[config.mk]
export PLATFORM = sky130hd
export DESIGN_NAME = periodic_irq_timer
export DESIGN_NICKNAME = d
export VERILOG_FILES = /design/src/pit_pkg.sv /design/src/periodic_irq_timer.sv /design/src/pit_prescaler.sv /design/src/pit_axil_slave.sv
export SDC_FILE = /design/constraint.sdc
export NUM_CORES = 1
export LEC_CHECK = 0
export BUFFER_PORTS_ARGS = -buffer_cell sky130_fd_sc_hd__buf_2
export CAP_MARGIN = 40
export CORE_AREA = 4 4 120 122
export DETAILED_ROUTE_END_ITERATION = 10
export DIE_AREA = 0 0 124 126
export GPL_ROUTABILITY_DRIVEN = 0
export GPL_TIMING_DRIVEN = 0
export HOLD_SLACK_MARGIN = 0.03
export PLACE_DENSITY = 0.63
export REMOVE_ABC_BUFFERS = 1
export SLEW_MARGIN = 20
export SYNTH_ARGS = -nofsm -noshare
export SYNTH_HDL_FRONTEND = slang
export SYNTH_SLANG_ARGS = --single-unit
[constraint.sdc]
create_clock -name i_clk -period 3.3 [get_ports i_clk]
set_clock_uncertainty 0.05 [all_clocks]
set_input_delay 0.495 -clock i_clk [delete_from_list [all_inputs] [get_ports i_clk]]
set_output_delay 0.495 -clock i_clk [all_outputs]
set_load 0.01 [all_outputs]
[src/pit_pkg.sv]
package pit_pkg;
	// ==========================================================
	// Bus geometry
	localparam int ADDR_W = 12;
	localparam int DATA_W = 32;
	localparam int STRB_W = 4;

	// ==========================================================
	// Register indices, byte address is four times the index
	localparam logic [7:0] IDX_STATUS = 8'h4B;
	localparam logic [7:0] IDX_COUNT_HI = 8'h4C;
	localparam logic [7:0] IDX_COUNT_LO = 8'h4D;
	localparam logic [7:0] IDX_WRAP_HI = 8'h4E;
	localparam logic [7:0] IDX_WRAP_LO = 8'h4F;
	localparam logic [ADDR_W-1:0] ADDR_STATUS = {2'b00, IDX_STATUS, 2'b00};
	localparam logic [ADDR_W-1:0] ADDR_COUNT_HI = {2'b00, IDX_COUNT_HI, 2'b00};
	localparam logic [ADDR_W-1:0] ADDR_COUNT_LO = {2'b00, IDX_COUNT_LO, 2'b00};
	localparam logic [ADDR_W-1:0] ADDR_WRAP_HI = {2'b00, IDX_WRAP_HI, 2'b00};
	localparam logic [ADDR_W-1:0] ADDR_WRAP_LO = {2'b00, IDX_WRAP_LO, 2'b00};

	// ==========================================================
	// Status and control field positions
	localparam int BIT_FLAG = 7;
	localparam int BIT_IRQ_EN = 6;
	localparam int BIT_HALT = 5;
	localparam int BIT_CLEAR = 4;
	localparam int SEL_HI = 2;
	localparam int SEL_LO = 0;

	// ==========================================================
	// Values after reset
	localparam logic [7:0] STATUS_RESET = 8'h20;
	localparam logic [15:0] COUNT_RESET = 16'h0000;
	localparam logic [15:0] WRAP_RESET = 16'hFFFF;
	localparam logic [2:0] SEL_RESET = 3'h0;

	// ==========================================================
	// Prescaler and bus answers
	localparam int PRESC_W = 6;
	localparam logic [2:0] SEL_MAX = 3'h6;
	localparam logic [1:0] RESP_OKAY = 2'h0;
	localparam logic [1:0] RESP_SLVERR = 2'h2;
endpackage : pit_pkg

[src/periodic_irq_timer.sv]
`timescale 1ns/10ps
// Functional notes
// - Sixteen-bit up-counter, free-running or counting up to the wrap limit.
// - Reading the count never disturbs counting.
// - Select codes 0..6 divide bus clock by 1..64; code 7 also 64; reset clears.
// - Overflow flag sets when count wraps from wrap limit to zero; reset clears it.
// - Flag clears by status read with flag set, then writing zero.
// - Overflow between read and zero write keeps flag set.
// - Writing one to the flag leaves it unchanged.
// - Interrupt request raised only while flag and enable both set; reset clears enable.
// - Halt bit freezes counter; reset sets it, so counter starts halted.
// - Counter clear bit zeroes counter and prescaler, self-clears, reads zero.
// - Halt and clear written together leave counter stopped at zero.
// - Wait mode keeps counting, refuses bus access, enabled request still wakes.
// - Stop mode freezes timer, keeps all state, resumes afterwards.
// - Break state halts the counter.
// - With break clear enable high, flags clear in break and stay cleared.
// - With it low, break accesses leave flags; earlier first step stays armed.
// - After reaching wrap limit, counting restarts from zero next timer tick.
// - High byte read latches low byte until low byte is read.
// - Wrap high write suppresses flag setting until wrap low is written.
module periodic_irq_timer (
	input wire logic i_clk,
	input wire logic i_rst,
	input wire logic [pit_pkg::ADDR_W-1:0] i_awaddr,
	input wire logic i_awvalid,
	output logic o_awready,
	input wire logic [pit_pkg::DATA_W-1:0] i_wdata,
	input wire logic [pit_pkg::STRB_W-1:0] i_wstrb,
	input wire logic i_wvalid,
	output logic o_wready,
	output logic [1:0] o_bresp,
	output logic o_bvalid,
	input wire logic i_bready,
	input wire logic [pit_pkg::ADDR_W-1:0] i_araddr,
	input wire logic i_arvalid,
	output logic o_arready,
	output logic [pit_pkg::DATA_W-1:0] o_rdata,
	output logic [1:0] o_rresp,
	output logic o_rvalid,
	input wire logic i_rready,
	input wire logic i_wait_mode,
	input wire logic i_stop_mode,
	input wire logic i_break_state,
	input wire logic i_break_clear_enable,
	output logic o_irq
);
	import pit_pkg::*;

	// ==========================================================
	// Declarations
	logic wr_en;
	logic [ADDR_W-1:0] wr_addr;
	logic [7:0] wr_data;
	logic wr_lane0;
	logic wr_err;
	logic rd_en;
	logic [ADDR_W-1:0] rd_addr;
	logic [7:0] rd_data;
	logic rd_err;

	logic overflow_flag_q;
	logic overflow_flag_d;
	logic overflow_irq_enable_q;
	logic counter_halt_q;
	logic [2:0] prescale_select_q;
	logic clear_armed_q;
	logic clear_armed_d;
	logic [15:0] count_q;
	logic [15:0] count_d;
	logic [15:0] wrap_limit_q;
	logic wrap_pending_q;
	logic [7:0] low_buf_q;
	logic low_latched_q;

	logic run;
	logic tick;
	logic at_limit;
	logic wrap_event;
	logic set_flag;
	logic protect;
	logic acc_ok;
	logic wr_status;
	logic wr_wrap_hi;
	logic wr_wrap_lo;
	logic rd_status;
	logic rd_count_hi;
	logic rd_count_lo;
	logic counter_clear;
	logic flag_zero_write;
	logic [7:0] status_view;

	// ==========================================================
	// Address decode
	function automatic logic known_addr(input logic [ADDR_W-1:0] a);
		known_addr = (a == ADDR_STATUS) || (a == ADDR_COUNT_HI) || (a == ADDR_COUNT_LO)
			|| (a == ADDR_WRAP_HI) || (a == ADDR_WRAP_LO);
	endfunction : known_addr

	assign acc_ok = !i_wait_mode;
	assign wr_err = !acc_ok || !known_addr(wr_addr);
	assign rd_err = !acc_ok || !known_addr(rd_addr);

	// Byte lane 0 carries the register; other lanes are dropped
	assign wr_status = wr_en && !wr_err && wr_lane0 && (wr_addr == ADDR_STATUS);
	assign wr_wrap_hi = wr_en && !wr_err && wr_lane0 && (wr_addr == ADDR_WRAP_HI);
	assign wr_wrap_lo = wr_en && !wr_err && wr_lane0 && (wr_addr == ADDR_WRAP_LO);
	assign rd_status = rd_en && !rd_err && (rd_addr == ADDR_STATUS);
	assign rd_count_hi = rd_en && !rd_err && (rd_addr == ADDR_COUNT_HI);
	assign rd_count_lo = rd_en && !rd_err && (rd_addr == ADDR_COUNT_LO);

	// ==========================================================
	// Bus slave
	pit_axil_slave u_bus (
		.i_clk(i_clk),
		.i_rst(i_rst),
		.i_awaddr(i_awaddr),
		.i_awvalid(i_awvalid),
		.o_awready(o_awready),
		.i_wdata(i_wdata),
		.i_wstrb(i_wstrb),
		.i_wvalid(i_wvalid),
		.o_wready(o_wready),
		.o_bresp(o_bresp),
		.o_bvalid(o_bvalid),
		.i_bready(i_bready),
		.i_araddr(i_araddr),
		.i_arvalid(i_arvalid),
		.o_arready(o_arready),
		.o_rdata(o_rdata),
		.o_rresp(o_rresp),
		.o_rvalid(o_rvalid),
		.i_rready(i_rready),
		.o_wr_en(wr_en),
		.o_wr_addr(wr_addr),
		.o_wr_data(wr_data),
		.o_wr_lane0(wr_lane0),
		.i_wr_err(wr_err),
		.o_rd_en(rd_en),
		.o_rd_addr(rd_addr),
		.i_rd_data(rd_data),
		.i_rd_err(rd_err)
	);

	// ==========================================================
	// Run gating
	// Halt freezes count
	assign run = !counter_halt_q && !i_stop_mode && !i_break_state;

	assign counter_clear = wr_status && wr_data[BIT_CLEAR];

	pit_prescaler u_presc (
		.i_clk(i_clk),
		.i_rst(i_rst),
		.i_run(run),
		.i_clear(counter_clear),
		.i_sel(prescale_select_q),
		.o_tick(tick)
	);

	// ==========================================================
	// Counter
	// Full width compare
	assign at_limit = (count_q == wrap_limit_q);
	assign wrap_event = tick && at_limit;

	assign count_d = counter_clear ? COUNT_RESET
		: (wrap_event ? COUNT_RESET : (tick ? count_q + 16'h0001 : count_q));

	always_ff @(posedge i_clk) begin
		if (i_rst) begin
			count_q <= COUNT_RESET;
		end else begin
			count_q <= count_d;
		end
	end

	// ==========================================================
	// Overflow flag
	// Set on wrapping from limit
	assign set_flag = wrap_event && !wrap_pending_q;

	// Break without clear enable freezes the two-step sequence
	// Break clear blocked
	assign protect = i_break_state && !i_break_clear_enable;

	assign flag_zero_write = wr_status && !wr_data[BIT_FLAG] && clear_armed_q && !protect;

	assign overflow_flag_d = set_flag ? 1'b1 : (flag_zero_write ? 1'b0 : overflow_flag_q);

	// A fresh overflow disarms, so a stale read cannot clear it
	always_comb begin
		clear_armed_d = clear_armed_q;
		if (flag_zero_write) begin
			clear_armed_d = 1'b0;
		end
		if (rd_status && overflow_flag_q && !protect) begin
			clear_armed_d = 1'b1;
		end
		if (set_flag) begin
			clear_armed_d = 1'b0;
		end
	end

	always_ff @(posedge i_clk) begin
		if (i_rst) begin
			overflow_flag_q <= STATUS_RESET[BIT_FLAG];
			clear_armed_q <= 1'b0;
		end else begin
			overflow_flag_q <= overflow_flag_d;
			clear_armed_q <= clear_armed_d;
		end
	end

	// ==========================================================
	// Control fields
	always_ff @(posedge i_clk) begin
		if (i_rst) begin
			overflow_irq_enable_q <= STATUS_RESET[BIT_IRQ_EN];
			counter_halt_q <= STATUS_RESET[BIT_HALT];
			prescale_select_q <= SEL_RESET;
		end else if (wr_status) begin
			overflow_irq_enable_q <= wr_data[BIT_IRQ_EN];
			counter_halt_q <= wr_data[BIT_HALT];
			prescale_select_q <= wr_data[SEL_HI:SEL_LO];
		end
	end

	assign o_irq = overflow_flag_q && overflow_irq_enable_q;

	// ==========================================================
	// Wrap limit
	// High write arms pending
	always_ff @(posedge i_clk) begin
		if (i_rst) begin
			wrap_limit_q <= WRAP_RESET;
			wrap_pending_q <= 1'b0;
		end else begin
			if (wr_wrap_hi) begin
				wrap_limit_q[15:8] <= wr_data;
				wrap_pending_q <= 1'b1;
			end
			if (wr_wrap_lo) begin
				wrap_limit_q[7:0] <= wr_data;
				wrap_pending_q <= 1'b0;
			end
		end
	end

	// ==========================================================
	// Count readback
	// High read latches low
	always_ff @(posedge i_clk) begin
		if (i_rst) begin
			low_buf_q <= COUNT_RESET[7:0];
			low_latched_q <= 1'b0;
		end else if (rd_count_lo) begin
			low_latched_q <= 1'b0;
		end else if (rd_count_hi && !low_latched_q) begin
			low_buf_q <= count_q[7:0];
			low_latched_q <= 1'b1;
		end
	end

	assign status_view = {overflow_flag_q, overflow_irq_enable_q, counter_halt_q, 2'b00, prescale_select_q};

	// Unlatched low read returns the live byte
	assign rd_data = rd_err ? 8'h00
		: (rd_addr == ADDR_STATUS) ? status_view
		: (rd_addr == ADDR_COUNT_HI) ? count_q[15:8]
		: (rd_addr == ADDR_COUNT_LO) ? (low_latched_q ? low_buf_q : count_q[7:0])
		: (rd_addr == ADDR_WRAP_HI) ? wrap_limit_q[15:8]
		: wrap_limit_q[7:0];
endmodule : periodic_irq_timer

[src/pit_prescaler.sv]
`timescale 1ns/10ps
module pit_prescaler (
	input wire logic i_clk,
	input wire logic i_rst,
	input wire logic i_run,
	input wire logic i_clear,
	input wire logic [2:0] i_sel,
	output logic o_tick
);
	import pit_pkg::*;

	logic [PRESC_W-1:0] div_q;
	logic [PRESC_W-1:0] div_d;
	logic [PRESC_W-1:0] mask;
	logic [2:0] sel_eff;

	// ==========================================================
	// Tap selection
	function automatic logic [PRESC_W-1:0] tap_mask(input logic [2:0] sel);
		logic [PRESC_W:0] one_hot;
		one_hot = (PRESC_W + 1)'(1) << sel;
		tap_mask = one_hot[PRESC_W-1:0] - PRESC_W'(1);
	endfunction : tap_mask

	assign sel_eff = (i_sel > SEL_MAX) ? SEL_MAX : i_sel;
	assign mask = tap_mask(sel_eff);
	assign o_tick = i_run && !i_clear && ((div_q & mask) == mask);
	assign div_d = i_clear ? '0 : (i_run ? div_q + PRESC_W'(1) : div_q);

	always_ff @(posedge i_clk) begin
		if (i_rst) begin
			div_q <= '0;
		end else begin
			div_q <= div_d;
		end
	end
endmodule : pit_prescaler

[src/pit_axil_slave.sv]
`timescale 1ns/10ps
module pit_axil_slave (
	input wire logic i_clk,
	input wire logic i_rst,
	input wire logic [pit_pkg::ADDR_W-1:0] i_awaddr,
	input wire logic i_awvalid,
	output logic o_awready,
	input wire logic [pit_pkg::DATA_W-1:0] i_wdata,
	input wire logic [pit_pkg::STRB_W-1:0] i_wstrb,
	input wire logic i_wvalid,
	output logic o_wready,
	output logic [1:0] o_bresp,
	output logic o_bvalid,
	input wire logic i_bready,
	input wire logic [pit_pkg::ADDR_W-1:0] i_araddr,
	input wire logic i_arvalid,
	output logic o_arready,
	output logic [pit_pkg::DATA_W-1:0] o_rdata,
	output logic [1:0] o_rresp,
	output logic o_rvalid,
	input wire logic i_rready,
	output logic o_wr_en,
	output logic [pit_pkg::ADDR_W-1:0] o_wr_addr,
	output logic [7:0] o_wr_data,
	output logic o_wr_lane0,
	input wire logic i_wr_err,
	output logic o_rd_en,
	output logic [pit_pkg::ADDR_W-1:0] o_rd_addr,
	input wire logic [7:0] i_rd_data,
	input wire logic i_rd_err
);
	import pit_pkg::*;

	logic aw_got_q;
	logic w_got_q;
	logic [ADDR_W-1:0] awaddr_q;
	logic [7:0] wdata_q;
	logic lane0_q;
	logic bvalid_q;
	logic [1:0] bresp_q;
	logic rvalid_q;
	logic [1:0] rresp_q;
	logic [DATA_W-1:0] rdata_q;

	// ==========================================================
	// Handshakes, one write and one read in flight
	assign o_awready = !aw_got_q && !bvalid_q;
	assign o_wready = !w_got_q && !bvalid_q;
	assign o_wr_en = aw_got_q && w_got_q && !bvalid_q;
	assign o_wr_addr = awaddr_q;
	assign o_wr_data = wdata_q;
	assign o_wr_lane0 = lane0_q;
	assign o_arready = !rvalid_q;
	assign o_rd_en = i_arvalid && !rvalid_q;
	assign o_rd_addr = i_araddr;
	assign o_bvalid = bvalid_q;
	assign o_bresp = bresp_q;
	assign o_rvalid = rvalid_q;
	assign o_rresp = rresp_q;
	assign o_rdata = rdata_q;

	always_ff @(posedge i_clk) begin
		if (i_rst) begin
			aw_got_q <= 1'b0;
			w_got_q <= 1'b0;
			awaddr_q <= '0;
			wdata_q <= 8'h00;
			lane0_q <= 1'b0;
			bvalid_q <= 1'b0;
			bresp_q <= RESP_OKAY;
		end else begin
			if (i_awvalid && o_awready) begin
				aw_got_q <= 1'b1;
				awaddr_q <= i_awaddr;
			end
			if (i_wvalid && o_wready) begin
				w_got_q <= 1'b1;
				wdata_q <= i_wdata[7:0];
				lane0_q <= i_wstrb[0];
			end
			if (o_wr_en) begin
				aw_got_q <= 1'b0;
				w_got_q <= 1'b0;
				bvalid_q <= 1'b1;
				bresp_q <= i_wr_err ? RESP_SLVERR : RESP_OKAY;
			end else if (bvalid_q && i_bready) begin
				bvalid_q <= 1'b0;
			end
		end
	end

	always_ff @(posedge i_clk) begin
		if (i_rst) begin
			rvalid_q <= 1'b0;
			rresp_q <= RESP_OKAY;
			rdata_q <= '0;
		end else if (o_rd_en) begin
			rvalid_q <= 1'b1;
			rresp_q <= i_rd_err ? RESP_SLVERR : RESP_OKAY;
			rdata_q <= {24'h000000, i_rd_data};
		end else if (rvalid_q && i_rready) begin
			rvalid_q <= 1'b0;
		end
	end
endmodule : pit_axil_slave

==> impl_metrics.toml <==
[synthesis]
avgSynthCellArea_um2 = 8.66
yosys_warnings = 0
synth-seq-area-share = 0.383
synth_top_area_frac = 0.383
synth_edf_count = 0
syn_inst = 543
synth_common_cells = "90 x dfxtp_1, 49 x nand2_1, 47 x a21oi_1, 45 x nor2_1, 28 x nor2b_1"
yosysMostFrequentCell = "dfxtp_1"
synth_flop_cell = "dfxtp_1"
synth-async-reset-ratio = 0
ys_types = 62
synth_top_cell_by_area = "dfxtp_1"
ys_ff_latch = 90
syn_area_um2 = 4700
synthTopCellsByArea = "dfxtp_1 38%, a21oi_1 5.0%, buf_4 4.2%"

[final_layout]
syn2layout_area_growth_pct = 12.8
fill_cells = 1324
nets = 655
multiInputGateArea_um2 = 2610
diodes = 0
ff_latch_area_um2 = 1800
layout-drive-gt1-share = 0.164

[run_status]
status = "finished, final reports clean"

[sta]
slew_headroom = 0.530
fmax_mhz = 424
finalHoldViolations = 0
slew_violations = 0
worstMarginPinSlew_ps = 700
rsz0062_at_grt = "no"
setup_viol = 0
hold_ws_ps = 286
setup_tns_ps = 0
fin_crit_ps = 2360
period_share = 0.715

[grt]
antenna_found_initial = 0
grt.total_usage = 0.156
first_global_vias = 3848
overflow = 0
grt_pass1_wl_um = 19500
grt_max_degree = 70

[clock_tree]
cts_resized = 0
clk_pin_slew_ps = 70
h-tree-depth = 3
clock_latency_ps = 350
root_buffer = "clkbuf_16"
cts.path.max_buffers = 2
post_cts_buffers = 0
cts_buffers = 9
hold_buffers = 0
cts_tree = "built"
cts.sinks = 90

[placed_design]
hpwl_um = 8550
io_buffers = 59

[setup_path]
required_ps = 3490
start_kind = "flop"
critPathKind = "flop to flop"
cp_max_fo = 17
endpoint_kind = "flop"
slowest_stage = "nor2_2"
r2r_cells = 5
arrival_ps = 2550
path_cells = "nor4b_1 -> nand4_1 -> nor2_2 -> nor2b_1 -> a211o_1"
cpPeakStageDelay_ps = 680

[pwr]
p_per_area_nw_per_um2 = 439
finalPower_mw = 2.33
p_leak_nw = 1.83
irDropWorstVdd_mv = 0.296

[hold_path]
hp-class = "input pin to flop"
holdPathStages = 2

[drt]
vias_per_cell = 5.38
finalWirelength_um = 11900
dr.pass1.iters = 5
post_drt_wl_per_cell_um = 15.5
ant_nets = 0
drt_iter0_markers = 219
drc = 0
vias = 4103

[floorplanning]
die_h_um = 126
die_area_um2 = 15600
die_x_um = 124
ios = 113
num_rows = 42
start_util = 0.356
coreArea_um2 = 13200

[job]
drv_cap = 0
-- layer usage --
| metal | vias up | GRT usage | share of wire |
|---|---|---|---|
| li1 | 2002 | - | - |
| met1 | 1929 | 0.214 | 0.46 |
| met2 | 144 | 0.239 | 0.45 |
| met3 | 28 | 0.0314 | 0.064 |
| met4 | 0 | 0.0644 | 0.032 |
| met5 | - | 0 | 0 |
-- state kept, by name (all words and copies together) (netlist names) --
signal	cells
count_q	16
wrap_limit_q	16
u_bus.o_wr_addr	12
low_buf_q	8
u_bus.o_rdata	8
u_bus.o_wr_data	8
u_presc.div_q	6
prescale_select_q	3
clear_armed_q	1
counter_halt_q	1
low_latched_q	1
overflow_flag_q	1
overflow_irq_enable_q	1
u_bus.aw_got_q	1
u_bus.o_bresp	1
u_bus.o_bvalid	1
u_bus.o_rresp	1
u_bus.o_rvalid	1
u_bus.o_wr_lane0	1
u_bus.w_got_q	1
wrap_pending_q	1
-- placed cells by master, fill, tap and decap left out, drive strengths merged, types with 4 or more instances in the layout --
| cell | synthesis | layout |
|---|---|---|
| nor4 | 7 | 7 |
| clkbuf | 20 | 9 |
| o211ai | 7 | 7 |
| o31ai | 10 | 10 |
| xor2 | 19 | 19 |
| or4 | 10 | 10 |
| nor3b | 4 | 4 |
| nor3 | 13 | 13 |
| nand2 | 49 | 49 |
| conb | 1 | 26 |
| nand3 | 8 | 8 |
| o2111ai | 6 | 6 |
| dfxtp | 90 | 90 |
| inv | 12 | 14 |
| a21oi | 50 | 50 |
| nor2 | 47 | 47 |
| nor2b | 28 | 28 |
| nand2b | 5 | 5 |
| a2111oi | 8 | 8 |
| o21ai | 7 | 7 |
| nand4 | 14 | 14 |
| mux2i | 18 | 18 |
| a211oi | 4 | 4 |
| and4 | 4 | 4 |
| buf | 39 | 62 |
| o32a | 5 | 5 |
| a211o | 17 | 17 |
-- final timing paths --
kind	startpoint	to	slack, ps
setup reg to reg	u_bus.o_bvalid	wrap_limit_q[6]	940
setup / recovery	u_bus.o_bvalid	wrap_limit_q[6]	940
hold reg to reg	u_bus.o_rdata[2]	u_bus.o_rdata[2]	400
hold / removal	i_rready	u_bus.o_rvalid	290
-- metrics by stage --
step	cells	utilization	area, um2	worst slack, ps
after floorplan	509	-	4460	1250
after global routing	763	0.402	5310	676
after CTS	762	0.401	5290	746
after detailed placement	746	0.378	4990	544
final	763	0.402	5310	939
after global placement	744	0.377	4970	640
-- worst max-delay path, delay by kind of cell (launching register included) --
kind,cells,cell delay [ps]
AOI/OAI and AO/OA,1,300
DFF,1,370
and+or+nand+nor,4,1530
-- power breakdown --
part | switching (mW) | internal [mW] | leakage (nW)
sequential | 0.0227 | 1.11 | 0.730
combinational | 0.102 | 0.0583 | 0.954
clock | 0.447 | 0.592 | 0.142
-- layout make-up --
class / count / share of cell area
Multi-Input combinational cell: 407 / 0.492
Sequential cell: 90 / 0.340
Timing Repair Buffer: 62 / 0.0618
Clock buffer: 9 / 0.0425
Tap cell: 176 / 0.0415
Clock inverter: 7 / 0.0144
Inverter: 12 / 0.00849
-- logic make-up after synthesis --
kind of cell	synth area share
simple gates	0.246
other cells	0.000798
xor+xnor	0.0391
buf+inv	0.0820
mux	0.0383
flops	0.383
compound gates	0.206
fa+ha+maj	0.00532
No activity file was read; power rests on OpenSTA's default activity.
